--- src/logic/oass_pkg.sv ---
/*
 * Package for the amplifier source select register block: register offsets,
 * field layouts, select codes and the packed carrier types.
 * Assumes a single AHB-Lite slave with 32-bit data and word registers.
 */
package oass_pkg;

    // word byte offsets
    localparam logic [7:0] OASS_OFF_CTRL = 8'h00;
    localparam logic [7:0] OASS_OFF_ORS = 8'h04;
    localparam logic [7:0] OASS_OFF_NCH = 8'h08;
    localparam logic [7:0] OASS_OFF_PCH = 8'h0c;
    localparam logic [7:0] OASS_OFF_STAT = 8'h10;

    // field widths
    localparam int OASS_ORS_W = 5;
    localparam int OASS_CH_W = 4;

    // control register fields
    localparam int OASS_CTRL_EN_BIT = 7;
    localparam int OASS_CTRL_UG_BIT = 4;
    localparam int OASS_CTRL_POL_BIT = 2;
    localparam int OASS_CTRL_ORM_LSB = 0;
    localparam logic [7:0] OASS_CTRL_MASK = 8'h97;

    // reset values
    localparam logic [7:0] OASS_CTRL_RST = 8'h00;
    localparam logic [4:0] OASS_ORS_RST = 5'h00;
    localparam logic [3:0] OASS_CH_RST = 4'h0;

    // override source code bases
    localparam logic [4:0] OASS_ORS_CCP = 5'h00;
    localparam logic [4:0] OASS_ORS_PWM_A = 5'h04;
    localparam logic [4:0] OASS_ORS_PWM_B = 5'h08;
    localparam logic [4:0] OASS_ORS_CMP = 5'h0c;
    localparam logic [4:0] OASS_ORS_CMP_LAST = 5'h11;
    localparam logic [4:0] OASS_ORS_LC = 5'h14;
    localparam logic [4:0] OASS_ORS_WG_LO = 5'h18;
    localparam logic [4:0] OASS_ORS_WG_HI = 5'h1c;

    // channel codes
    localparam logic [3:0] OASS_CH_PIN0 = 4'h0;
    localparam logic [3:0] OASS_CH_PIN1 = 4'h1;
    localparam logic [3:0] OASS_CH_CONV1 = 4'h2;
    localparam logic [3:0] OASS_CH_CONV2 = 4'h3;
    localparam logic [3:0] OASS_CH_CONV3 = 4'h4;
    localparam logic [3:0] OASS_CH_CONV4 = 4'h5;
    localparam logic [3:0] OASS_CH_REFBUF = 4'h6;
    localparam logic [3:0] OASS_CH_RAMP1 = 4'h7;
    localparam logic [3:0] OASS_CH_RAMP2 = 4'h8;

    // one-hot analog mux select width: pins 2, converters 4, ref 1, ramps 2
    localparam int OASS_MUX_W = 9;

    // digital sources feeding the override gate
    typedef struct packed {
        logic [3:0] waveform_generator_channel_c;
        logic [3:0] waveform_generator_channel_b;
        logic [3:0] waveform_generator_channel_a;
        logic [3:0] logic_cell_output;
        logic [5:0] comparator_sync_output;
        logic [2:0] pwm_group_b;
        logic [2:0] pwm_group_a;
        logic [2:0] capture_compare_output;
    } oass_src_type;

    // configuration presented to the amplifier
    typedef struct packed {
        logic enable;
        logic unity_gain_select;
        logic [1:0] override_action_select;
        logic [OASS_MUX_W-1:0] inverting_sel;
        logic [OASS_MUX_W-1:0] noninverting_sel;
        logic override_active;
    } oass_amp_type;

endpackage

--- src/logic/oass_chan_decode.sv ---
/*
 * Decodes a 4-bit amplifier channel code into a one-hot analog mux select.
 * Assumes the code comes from a register on the same clock.
 */
`timescale 1ns/1ps
module oass_chan_decode
    import oass_pkg::*;
#(
    parameter int INSTANCE = 1
)
(
    // code in
    input wire logic [OASS_CH_W-1:0] code,
    // one-hot select out, all zero when reserved
    output logic [OASS_MUX_W-1:0] sel,
    output logic reserved
);

    // instance three lacks pin 1, converters two and four and ramp two
    always_comb
    begin
        sel = '0;
        reserved = 1'b0;
        if (INSTANCE == 3 && (code == OASS_CH_PIN1 || code == OASS_CH_CONV2 ||
            code == OASS_CH_CONV4 || code == OASS_CH_RAMP2))
        begin
            reserved = 1'b1;
        end
        else if (code <= OASS_CH_RAMP2)
        begin
            sel[code] = 1'b1;
        end
        else
        begin
            reserved = 1'b1;
        end
    end

endmodule

--- src/logic/oass_regs.sv ---
/*
 * Source select register bank for one amplifier instance, AHB-Lite slave.
 * Assumes a single master, word transfers, hclk at 20 MHz and the digital
 * override sources already synchronous to hclk.
 * The analog multiplexers and the override gate sit outside; they only see
 * one-hot selects and one registered override level, never a raw code.
 * Byte lanes are not decoded: every access is taken as a whole word.
 */
// Added by the designer: the AHB-Lite slave port and the register addresses.
// Contract
// - override codes 01100 to 10001 route comparators one to six in order
// - codes 0-2 pick capture units, 4-6 and 8-10 pick pwm groups
// - codes 10100-10111 logic cells, 11000 up waveform generator channels
// - codes 00011,00111,01011,10010,10011 reserved; 111xx reserved on instance three
// - inverting field bits 3:0 picks pins, converters, reference, ramps
// - non-inverting field uses the same code assignment
// - channel registers bits 7:4 ignore writes and read zero
// - channel fields read/write, reset to zero on every reset
// - polarity set: override while source high; clear: while low
// - override register bits 7:5 read zero, code in bits 4:0
`timescale 1ns/1ps
module oass_regs
    import oass_pkg::*;
#(
    parameter int INSTANCE = 1
)
(
    // clock and reset
    input wire logic hclk,
    input wire logic hresetn,
    // ahb-lite slave
    input wire logic hsel,
    input wire logic [7:0] haddr,
    input wire logic [1:0] htrans,
    input wire logic hwrite,
    input wire logic [2:0] hsize,
    input wire logic [31:0] hwdata,
    input wire logic hready,
    output logic [31:0] hrdata,
    output logic hreadyout,
    output logic hresp,
    // digital override sources
    input wire oass_src_type sources,
    // amplifier configuration
    output oass_amp_type amp
);

    // elaboration check: only three amplifier instances exist
    if (INSTANCE < 1 || INSTANCE > 3)
    begin : g_bad_instance
        $error("oass_regs: INSTANCE must be 1 to 3");
    end

    // ahb address phase capture
    logic wr_pend_ff;
    logic nxt_wr_pend;
    logic [7:0] addr_ff;
    logic [7:0] nxt_addr;
    // software visible fields, unimplemented bits never stored
    logic [7:0] ctrl_ff;
    logic [7:0] nxt_ctrl;
    logic [OASS_ORS_W-1:0] ors_ff;
    logic [OASS_ORS_W-1:0] nxt_ors;
    logic [OASS_CH_W-1:0] nch_ff;
    logic [OASS_CH_W-1:0] nxt_nch;
    logic [OASS_CH_W-1:0] pch_ff;
    logic [OASS_CH_W-1:0] nxt_pch;
    // read data and amplifier outputs, both straight from flops
    logic [31:0] rdata_ff;
    logic [31:0] nxt_rdata;
    oass_amp_type amp_ff;
    oass_amp_type nxt_amp;
    // decode results, combinational from the registered fields, the sources and the bus
    logic sel_src;
    logic ors_reserved;
    logic nch_reserved;
    logic pch_reserved;
    logic [OASS_MUX_W-1:0] nch_sel;
    logic [OASS_MUX_W-1:0] pch_sel;
    logic addr_phase;

    // nonseq and seq both carry bit 1; busy and idle are ignored
    // hsize is not checked, so a narrow write still lands as a full word
    // and clears the unused bits of the field
    assign addr_phase = hsel && hready && htrans[1];
    // zero wait states, never an error
    assign hreadyout = 1'b1;
    assign hresp = 1'b0;
    assign hrdata = rdata_ff;
    assign amp = amp_ff;

    // override source mux; reserved codes give a low, inactive source
    // groups are tested from the top code down, so each branch only needs
    // its lower bound; the comparator window is tested first because it
    // straddles the 01111/10000 boundary and would otherwise split in two
    always_comb
    begin
        sel_src = 1'b0;
        ors_reserved = 1'b0;
        if (ors_ff >= OASS_ORS_CMP && ors_ff <= OASS_ORS_CMP_LAST)
        begin
            sel_src = sources.comparator_sync_output[3'(ors_ff - OASS_ORS_CMP)];
        end
        else if (ors_ff >= OASS_ORS_WG_HI)
        begin
            if (INSTANCE == 3)
            begin
                ors_reserved = 1'b1;
            end
            else
            begin
                sel_src = sources.waveform_generator_channel_b[ors_ff[1:0]];
            end
        end
        else if (ors_ff >= OASS_ORS_WG_LO)
        begin
            // instance three wires its own unit to the a/c slot via the c group
            if (INSTANCE == 3)
            begin
                sel_src = sources.waveform_generator_channel_c[ors_ff[1:0]];
            end
            else
            begin
                sel_src = sources.waveform_generator_channel_a[ors_ff[1:0]];
            end
        end
        else if (ors_ff >= OASS_ORS_LC)
        begin
            sel_src = sources.logic_cell_output[ors_ff[1:0]];
        end
        else if (ors_ff[1:0] == 2'b11)
        begin
            ors_reserved = 1'b1;
        end
        else if (ors_ff >= OASS_ORS_PWM_B)
        begin
            sel_src = sources.pwm_group_b[ors_ff[1:0]];
        end
        else if (ors_ff >= OASS_ORS_PWM_A)
        begin
            sel_src = sources.pwm_group_a[ors_ff[1:0]];
        end
        else
        begin
            sel_src = sources.capture_compare_output[ors_ff[1:0]];
        end
        // codes 10010 and 10011 fall here: above comparators, below logic cells
        if (ors_ff > OASS_ORS_CMP_LAST && ors_ff < OASS_ORS_LC)
        begin
            ors_reserved = 1'b1;
            sel_src = 1'b0;
        end
    end

    // one decoder per input; both share the same code table, so a
    // table fix lands on both inputs at once
    oass_chan_decode #(
        .INSTANCE(INSTANCE)
    ) u_nch (
        .code(nch_ff),
        .sel(nch_sel),
        .reserved(nch_reserved)
    );

    oass_chan_decode #(
        .INSTANCE(INSTANCE)
    ) u_pch (
        .code(pch_ff),
        .sel(pch_sel),
        .reserved(pch_reserved)
    );

    // register writes land in the data phase after the captured address
    // a read pipelined into that same data phase still sees the old value,
    // since read data is prepared from the flops at its address phase;
    // software that needs the new value reads one transfer later
    always_comb
    begin
        nxt_wr_pend = addr_phase && hwrite;
        nxt_addr = addr_phase ? haddr : addr_ff;
        nxt_ctrl = ctrl_ff;
        nxt_ors = ors_ff;
        nxt_nch = nch_ff;
        nxt_pch = pch_ff;
        if (wr_pend_ff)
        begin
            if (addr_ff == OASS_OFF_CTRL)
            begin
                nxt_ctrl = hwdata[7:0] & OASS_CTRL_MASK;
            end
            else if (addr_ff == OASS_OFF_ORS)
            begin
                nxt_ors = hwdata[OASS_ORS_W-1:0];
            end
            else if (addr_ff == OASS_OFF_NCH)
            begin
                nxt_nch = hwdata[OASS_CH_W-1:0];
            end
            else if (addr_ff == OASS_OFF_PCH)
            begin
                nxt_pch = hwdata[OASS_CH_W-1:0];
            end
        end
    end

    // read data prepared at the address phase, valid in the data phase
    // registering here costs a flop bank but keeps hrdata glitch free
    // and lets hreadyout stay tied high with no wait states
    always_comb
    begin
        nxt_rdata = rdata_ff;
        if (addr_phase && !hwrite)
        begin
            nxt_rdata = 32'h0000_0000;
            if (haddr == OASS_OFF_CTRL)
            begin
                nxt_rdata[7:0] = ctrl_ff;
            end
            else if (haddr == OASS_OFF_ORS)
            begin
                nxt_rdata[OASS_ORS_W-1:0] = ors_ff;
            end
            else if (haddr == OASS_OFF_NCH)
            begin
                nxt_rdata[OASS_CH_W-1:0] = nch_ff;
            end
            else if (haddr == OASS_OFF_PCH)
            begin
                nxt_rdata[OASS_CH_W-1:0] = pch_ff;
            end
            else if (haddr == OASS_OFF_STAT)
            begin
                nxt_rdata[3:0] = {amp_ff.override_active, ors_reserved,
                    pch_reserved, nch_reserved};
            end
        end
    end

    // registered amplifier outputs; polarity picks the active source level
    // the extra flop delays the override by one cycle, traded for an
    // output that cannot glitch while the source code is being rewritten
    always_comb
    begin
        nxt_amp.enable = ctrl_ff[OASS_CTRL_EN_BIT];
        nxt_amp.unity_gain_select = ctrl_ff[OASS_CTRL_UG_BIT];
        nxt_amp.override_action_select = ctrl_ff[OASS_CTRL_ORM_LSB +: 2];
        nxt_amp.inverting_sel = nch_sel;
        nxt_amp.noninverting_sel = pch_sel;
        if (ors_reserved)
        begin
            nxt_amp.override_active = 1'b0;
        end
        else
        begin
            nxt_amp.override_active = ctrl_ff[OASS_CTRL_POL_BIT] ? sel_src : !sel_src;
        end
    end

    // all state clears on any reset
    // power-on, brown-out and other resets all arrive on the one pin
    always_ff @(posedge hclk or negedge hresetn)
    begin
        if (!hresetn)
        begin
            wr_pend_ff <= 1'b0;
            addr_ff <= 8'h00;
            ctrl_ff <= OASS_CTRL_RST;
            ors_ff <= OASS_ORS_RST;
            nch_ff <= OASS_CH_RST;
            pch_ff <= OASS_CH_RST;
            rdata_ff <= 32'h0000_0000;
            amp_ff <= '0;
        end
        else
        begin
            wr_pend_ff <= nxt_wr_pend;
            addr_ff <= nxt_addr;
            ctrl_ff <= nxt_ctrl;
            ors_ff <= nxt_ors;
            nch_ff <= nxt_nch;
            pch_ff <= nxt_pch;
            rdata_ff <= nxt_rdata;
            amp_ff <= nxt_amp;
        end
    end

endmodule

--- config.mk ---
export PLATFORM = sky130hd
export DESIGN_NAME = oass_regs
export DESIGN_NICKNAME = d
export VERILOG_FILES = /design/src/logic/oass_pkg.sv /design/src/logic/oass_chan_decode.sv /design/src/logic/oass_regs.sv
export SDC_FILE = /design/constraint.sdc
export NUM_CORES = 1
export LEC_CHECK = 0
export BUFFER_PORTS_ARGS = -buffer_cell sky130_fd_sc_hd__buf_4
export CAP_MARGIN = 20
export CORE_MARGIN = 10
export CORE_UTILIZATION = 30
export CTS_CLUSTER_DIAMETER = 30
export DETAILED_ROUTE_END_ITERATION = 10
export GPL_TIMING_DRIVEN = 0
export SYNTH_ARGS = -nofsm -noshare
export SYNTH_HDL_FRONTEND = slang
export SYNTH_SLANG_ARGS = --single-unit
--- constraint.sdc ---
create_clock -name hclk -period 5.4 [get_ports hclk]
set_input_delay 0.54 -clock hclk [delete_from_list [all_inputs] [get_ports hclk]]
set_output_delay 0.54 -clock hclk [all_outputs]
set_load 0.02 [all_outputs]
==> impl_metrics.py <==
metrics = {
    "clocking": {
        "cts_repair_resize_count": 0,
        "cts_tree": "yes",
        "clock_path_buffers": 2,
        "insertion_delay_ns": 0.31,
        "clk_pin_slew_ns": 0.10,
        "cts_max_level": 2,
        "root_buffer": "clkbuf_8",
        "postCtsHoldBufs": 0,
        "cts.sinks": 56,
        "cts_setup_buffers": 0,
        "cts_made_buffers": 5,
    },
    "final_layout": {
        "drive_gt1_frac": 0.378,
        "final_core_util": 0.409,
        "multi_input_area_mm2": 0.00125,
        "final_common_cell": "buf_4",
        "syn_to_final_growth_pct": 32.1,
        "seqCellArea_mm2": 0.00140,
        "mostFrequentLayoutCells": "buf_4 (102), dfrtp_1 (56), conb_1 (28), mux2_2 (26), nand2_1 (19)",
        "nets": 450,
        "n_antenna_cell": 0,
        "n_fill_cell": 898,
    },
    "timing": {
        "final.setup.worst_slack_ns": 3.33,
        "report.final.slew_viol_count": 0,
        "finClkSkew_ns": 0.00564,
        "slew_headroom": 0.534,
        "tightest_slew_ns": 0.700,
        "hold_viol": 0,
        "period_share": 0.382,
        "rsz0062_at_grt": "no",
        "finalSetupTns_ns": 0,
        "setup_viol": 0,
        "whs_ns": 0.269,
        "period_needed_ns": 2.07,
        "fmax_mhz": 484,
    },
    "routing": {
        "vias": 2194,
        "drc_errors": 0,
        "antenna_left": 0,
        "firstDrtPassIters": 4,
        "wl_per_cell_um": 14.2,
        "finalWirelength_um": 7090,
        "first_iter_violations": 93,
        "routed_via_density": 4.40,
    },
    "worst_setup_path": {
        "timing.rr.start": "addr_ff[4]$_DFFE_PN0P_",
        "critPathLaunchType": "flop",
        "cp-end-kind": "flop",
        "cp-startpoint": "addr_ff[4]$_DFFE_PN0P_",
        "cp_max_fo": 5,
        "critical_path_class": "reg2reg",
        "crit_required_ns": 5.61,
        "crit_arrival_ns": 2.27,
    },
    "min_path": {
        "hold_path.class": "in2async",
    },
    "power": {
        "powerDensity_mw_per_mm2": 250,
        "p_comb_frac": 0.206,
        "power_frac_seq": 0.500,
        "p_int_uw": 683,
        "swShare": 0.278,
        "power.leakage_uw": 0.00183,
        "p_sw_uw": 263,
        "peakVddDrop_mv": 0.118,
        "clockPowerShare": 0.294,
        "power_uw": 946,
    },
    "floorplan": {
        "rows": 35,
        "die_w_um": 118,
        "io_pins": 138,
        "start_util": 0.309,
        "die_h_um": 118,
        "core-area_mm2": 0.00924,
        "design.die.area_mm2": 0.0138,
    },
    "synthesis": {
        "ys_seq_area_frac": 0.490,
        "syn_area_per_cell_um2": 10.9,
        "async_flop_share": 1.00,
        "synth_edf_count": 0,
        "synth-seq-cells": 56,
        "synth_cell_types": 46,
        "yosys_warnings": 0,
        "syn_area_mm2": 0.00286,
        "ys.flop_type": "dfrtp_1",
        "netlist_instances": 263,
    },
    "run_status": {
        "status": "complete, no violations",
    },
    "global_route": {
        "grt.overflow.total": 0,
        "grt_use_total": 0.0998,
        "grt_max_degree": 57,
        "antenna_found_initial": 0,
        "grt_pass1_wl_um": 11500,
        "grt_pass1_vias": 2302,
    },
    "placement": {
        "gp_congestion": 0.785,
        "pre_cts_ws_ns": 3.11,
        "port_buffers": 73,
        "hpwlAfterDp_um": 5600,
    },
    "run": {
        "drv_cap": 0,
    },
}
metal layers:
metal | global-route usage | up-vias | wire length, µm
li1 | - | 1084 | -
met1 | 0.112 | 1028 | 2900
met2 | 0.171 | 77 | 3590
met3 | 0.0432 | 5 | 541
met4 | 0.0201 | 0 | 57
met5 | 0 | - | 0
power groups by stage:
stage          clock [µW]  sequential (µW)  combinational, µW
6_report              278              473                195
5_1_grt               305              477                214
4_1_cts               286              474                196
3_5_place_dp            0              482                196
3_3_place_gp            0              481                194
2_1_floorplan           0              491                109
cells in the mapped netlist, types with 6 or more instances:
library cell  count  area, µm²
dfrtp_1          56       1400
nand2b_1          8       50.1
o21ai_0           8       40.0
inv_1             6       22.5
mux2i_1           7       70.1
buf_4            29        218
nand2_1          19       71.3
nor3_1           13       65.1
nor2_1           18       67.6
clkbuf_1         15       56.3
a21oi_1           6       30.0
mux2_2           26        293
final timing paths:
path | end | slack [ns] | cells after the start
max | ctrl_ff[7]$_DFFE_PN0P_ | 3.33 | 4
min | amp[18]$_DFF_PN0_ | 0.27 | 1
max reg2reg | ctrl_ff[7]$_DFFE_PN0P_ | 3.33 | 4
min reg2reg | amp[22]$_DFF_PN0_ | 0.44 | 0
max in group asynchronous | addr_ff[4]$_DFFE_PN0P_ | 4.67 | 1
min in group hclk | amp[22]$_DFF_PN0_ | 0.44 | 0
critical path, cell delays in order (launching register included):
cell	delay, ns
dfrtp_1	0.39
or4b_4	0.55
nor4_4	0.27
nor3b_4	0.38
mux2_2	0.37
sequential cells by signal, indices dropped and copies added (netlist names):
register,cells
wr_pend_ff,1
addr_ff,8
hrdata,6
ors_ff,5
amp,23
nch_ff,4
ctrl_ff,5
pch_ff,4
kinds of logic (layout without fill, tap and decap cells):
| kind of cell | count (synthesis) | after routing | synth area share |
|---|---|---|---|
| flops | 56 | 56 | 0.490 |
| buf+inv | 51 | 132 | 0.108 |
| other cells | 2 | 28 | 0.00263 |
| compound gates | 38 | 38 | 0.0924 |
| mux | 36 | 36 | 0.155 |
| simple gates | 80 | 80 | 0.152 |
cell type report:
class,instances,area share
buffer,45,0.0755
clock buffer,6,0.0192
clock inverter,2,0.0103
inverter,6,0.00596
multi-input combinational,182,0.330
sequential,56,0.371
tap,129,0.0427
timing repair buffer,73,0.145
metrics by stage:
step | std cells | area [µm²]
floorplan | 289 | 2960
global placement | 491 | 3660
detailed placement | 491 | 3660
CTS | 499 | 3780
global route | 499 | 3780
finish | 499 | 3780
Power figures use the tool's default switching activity.
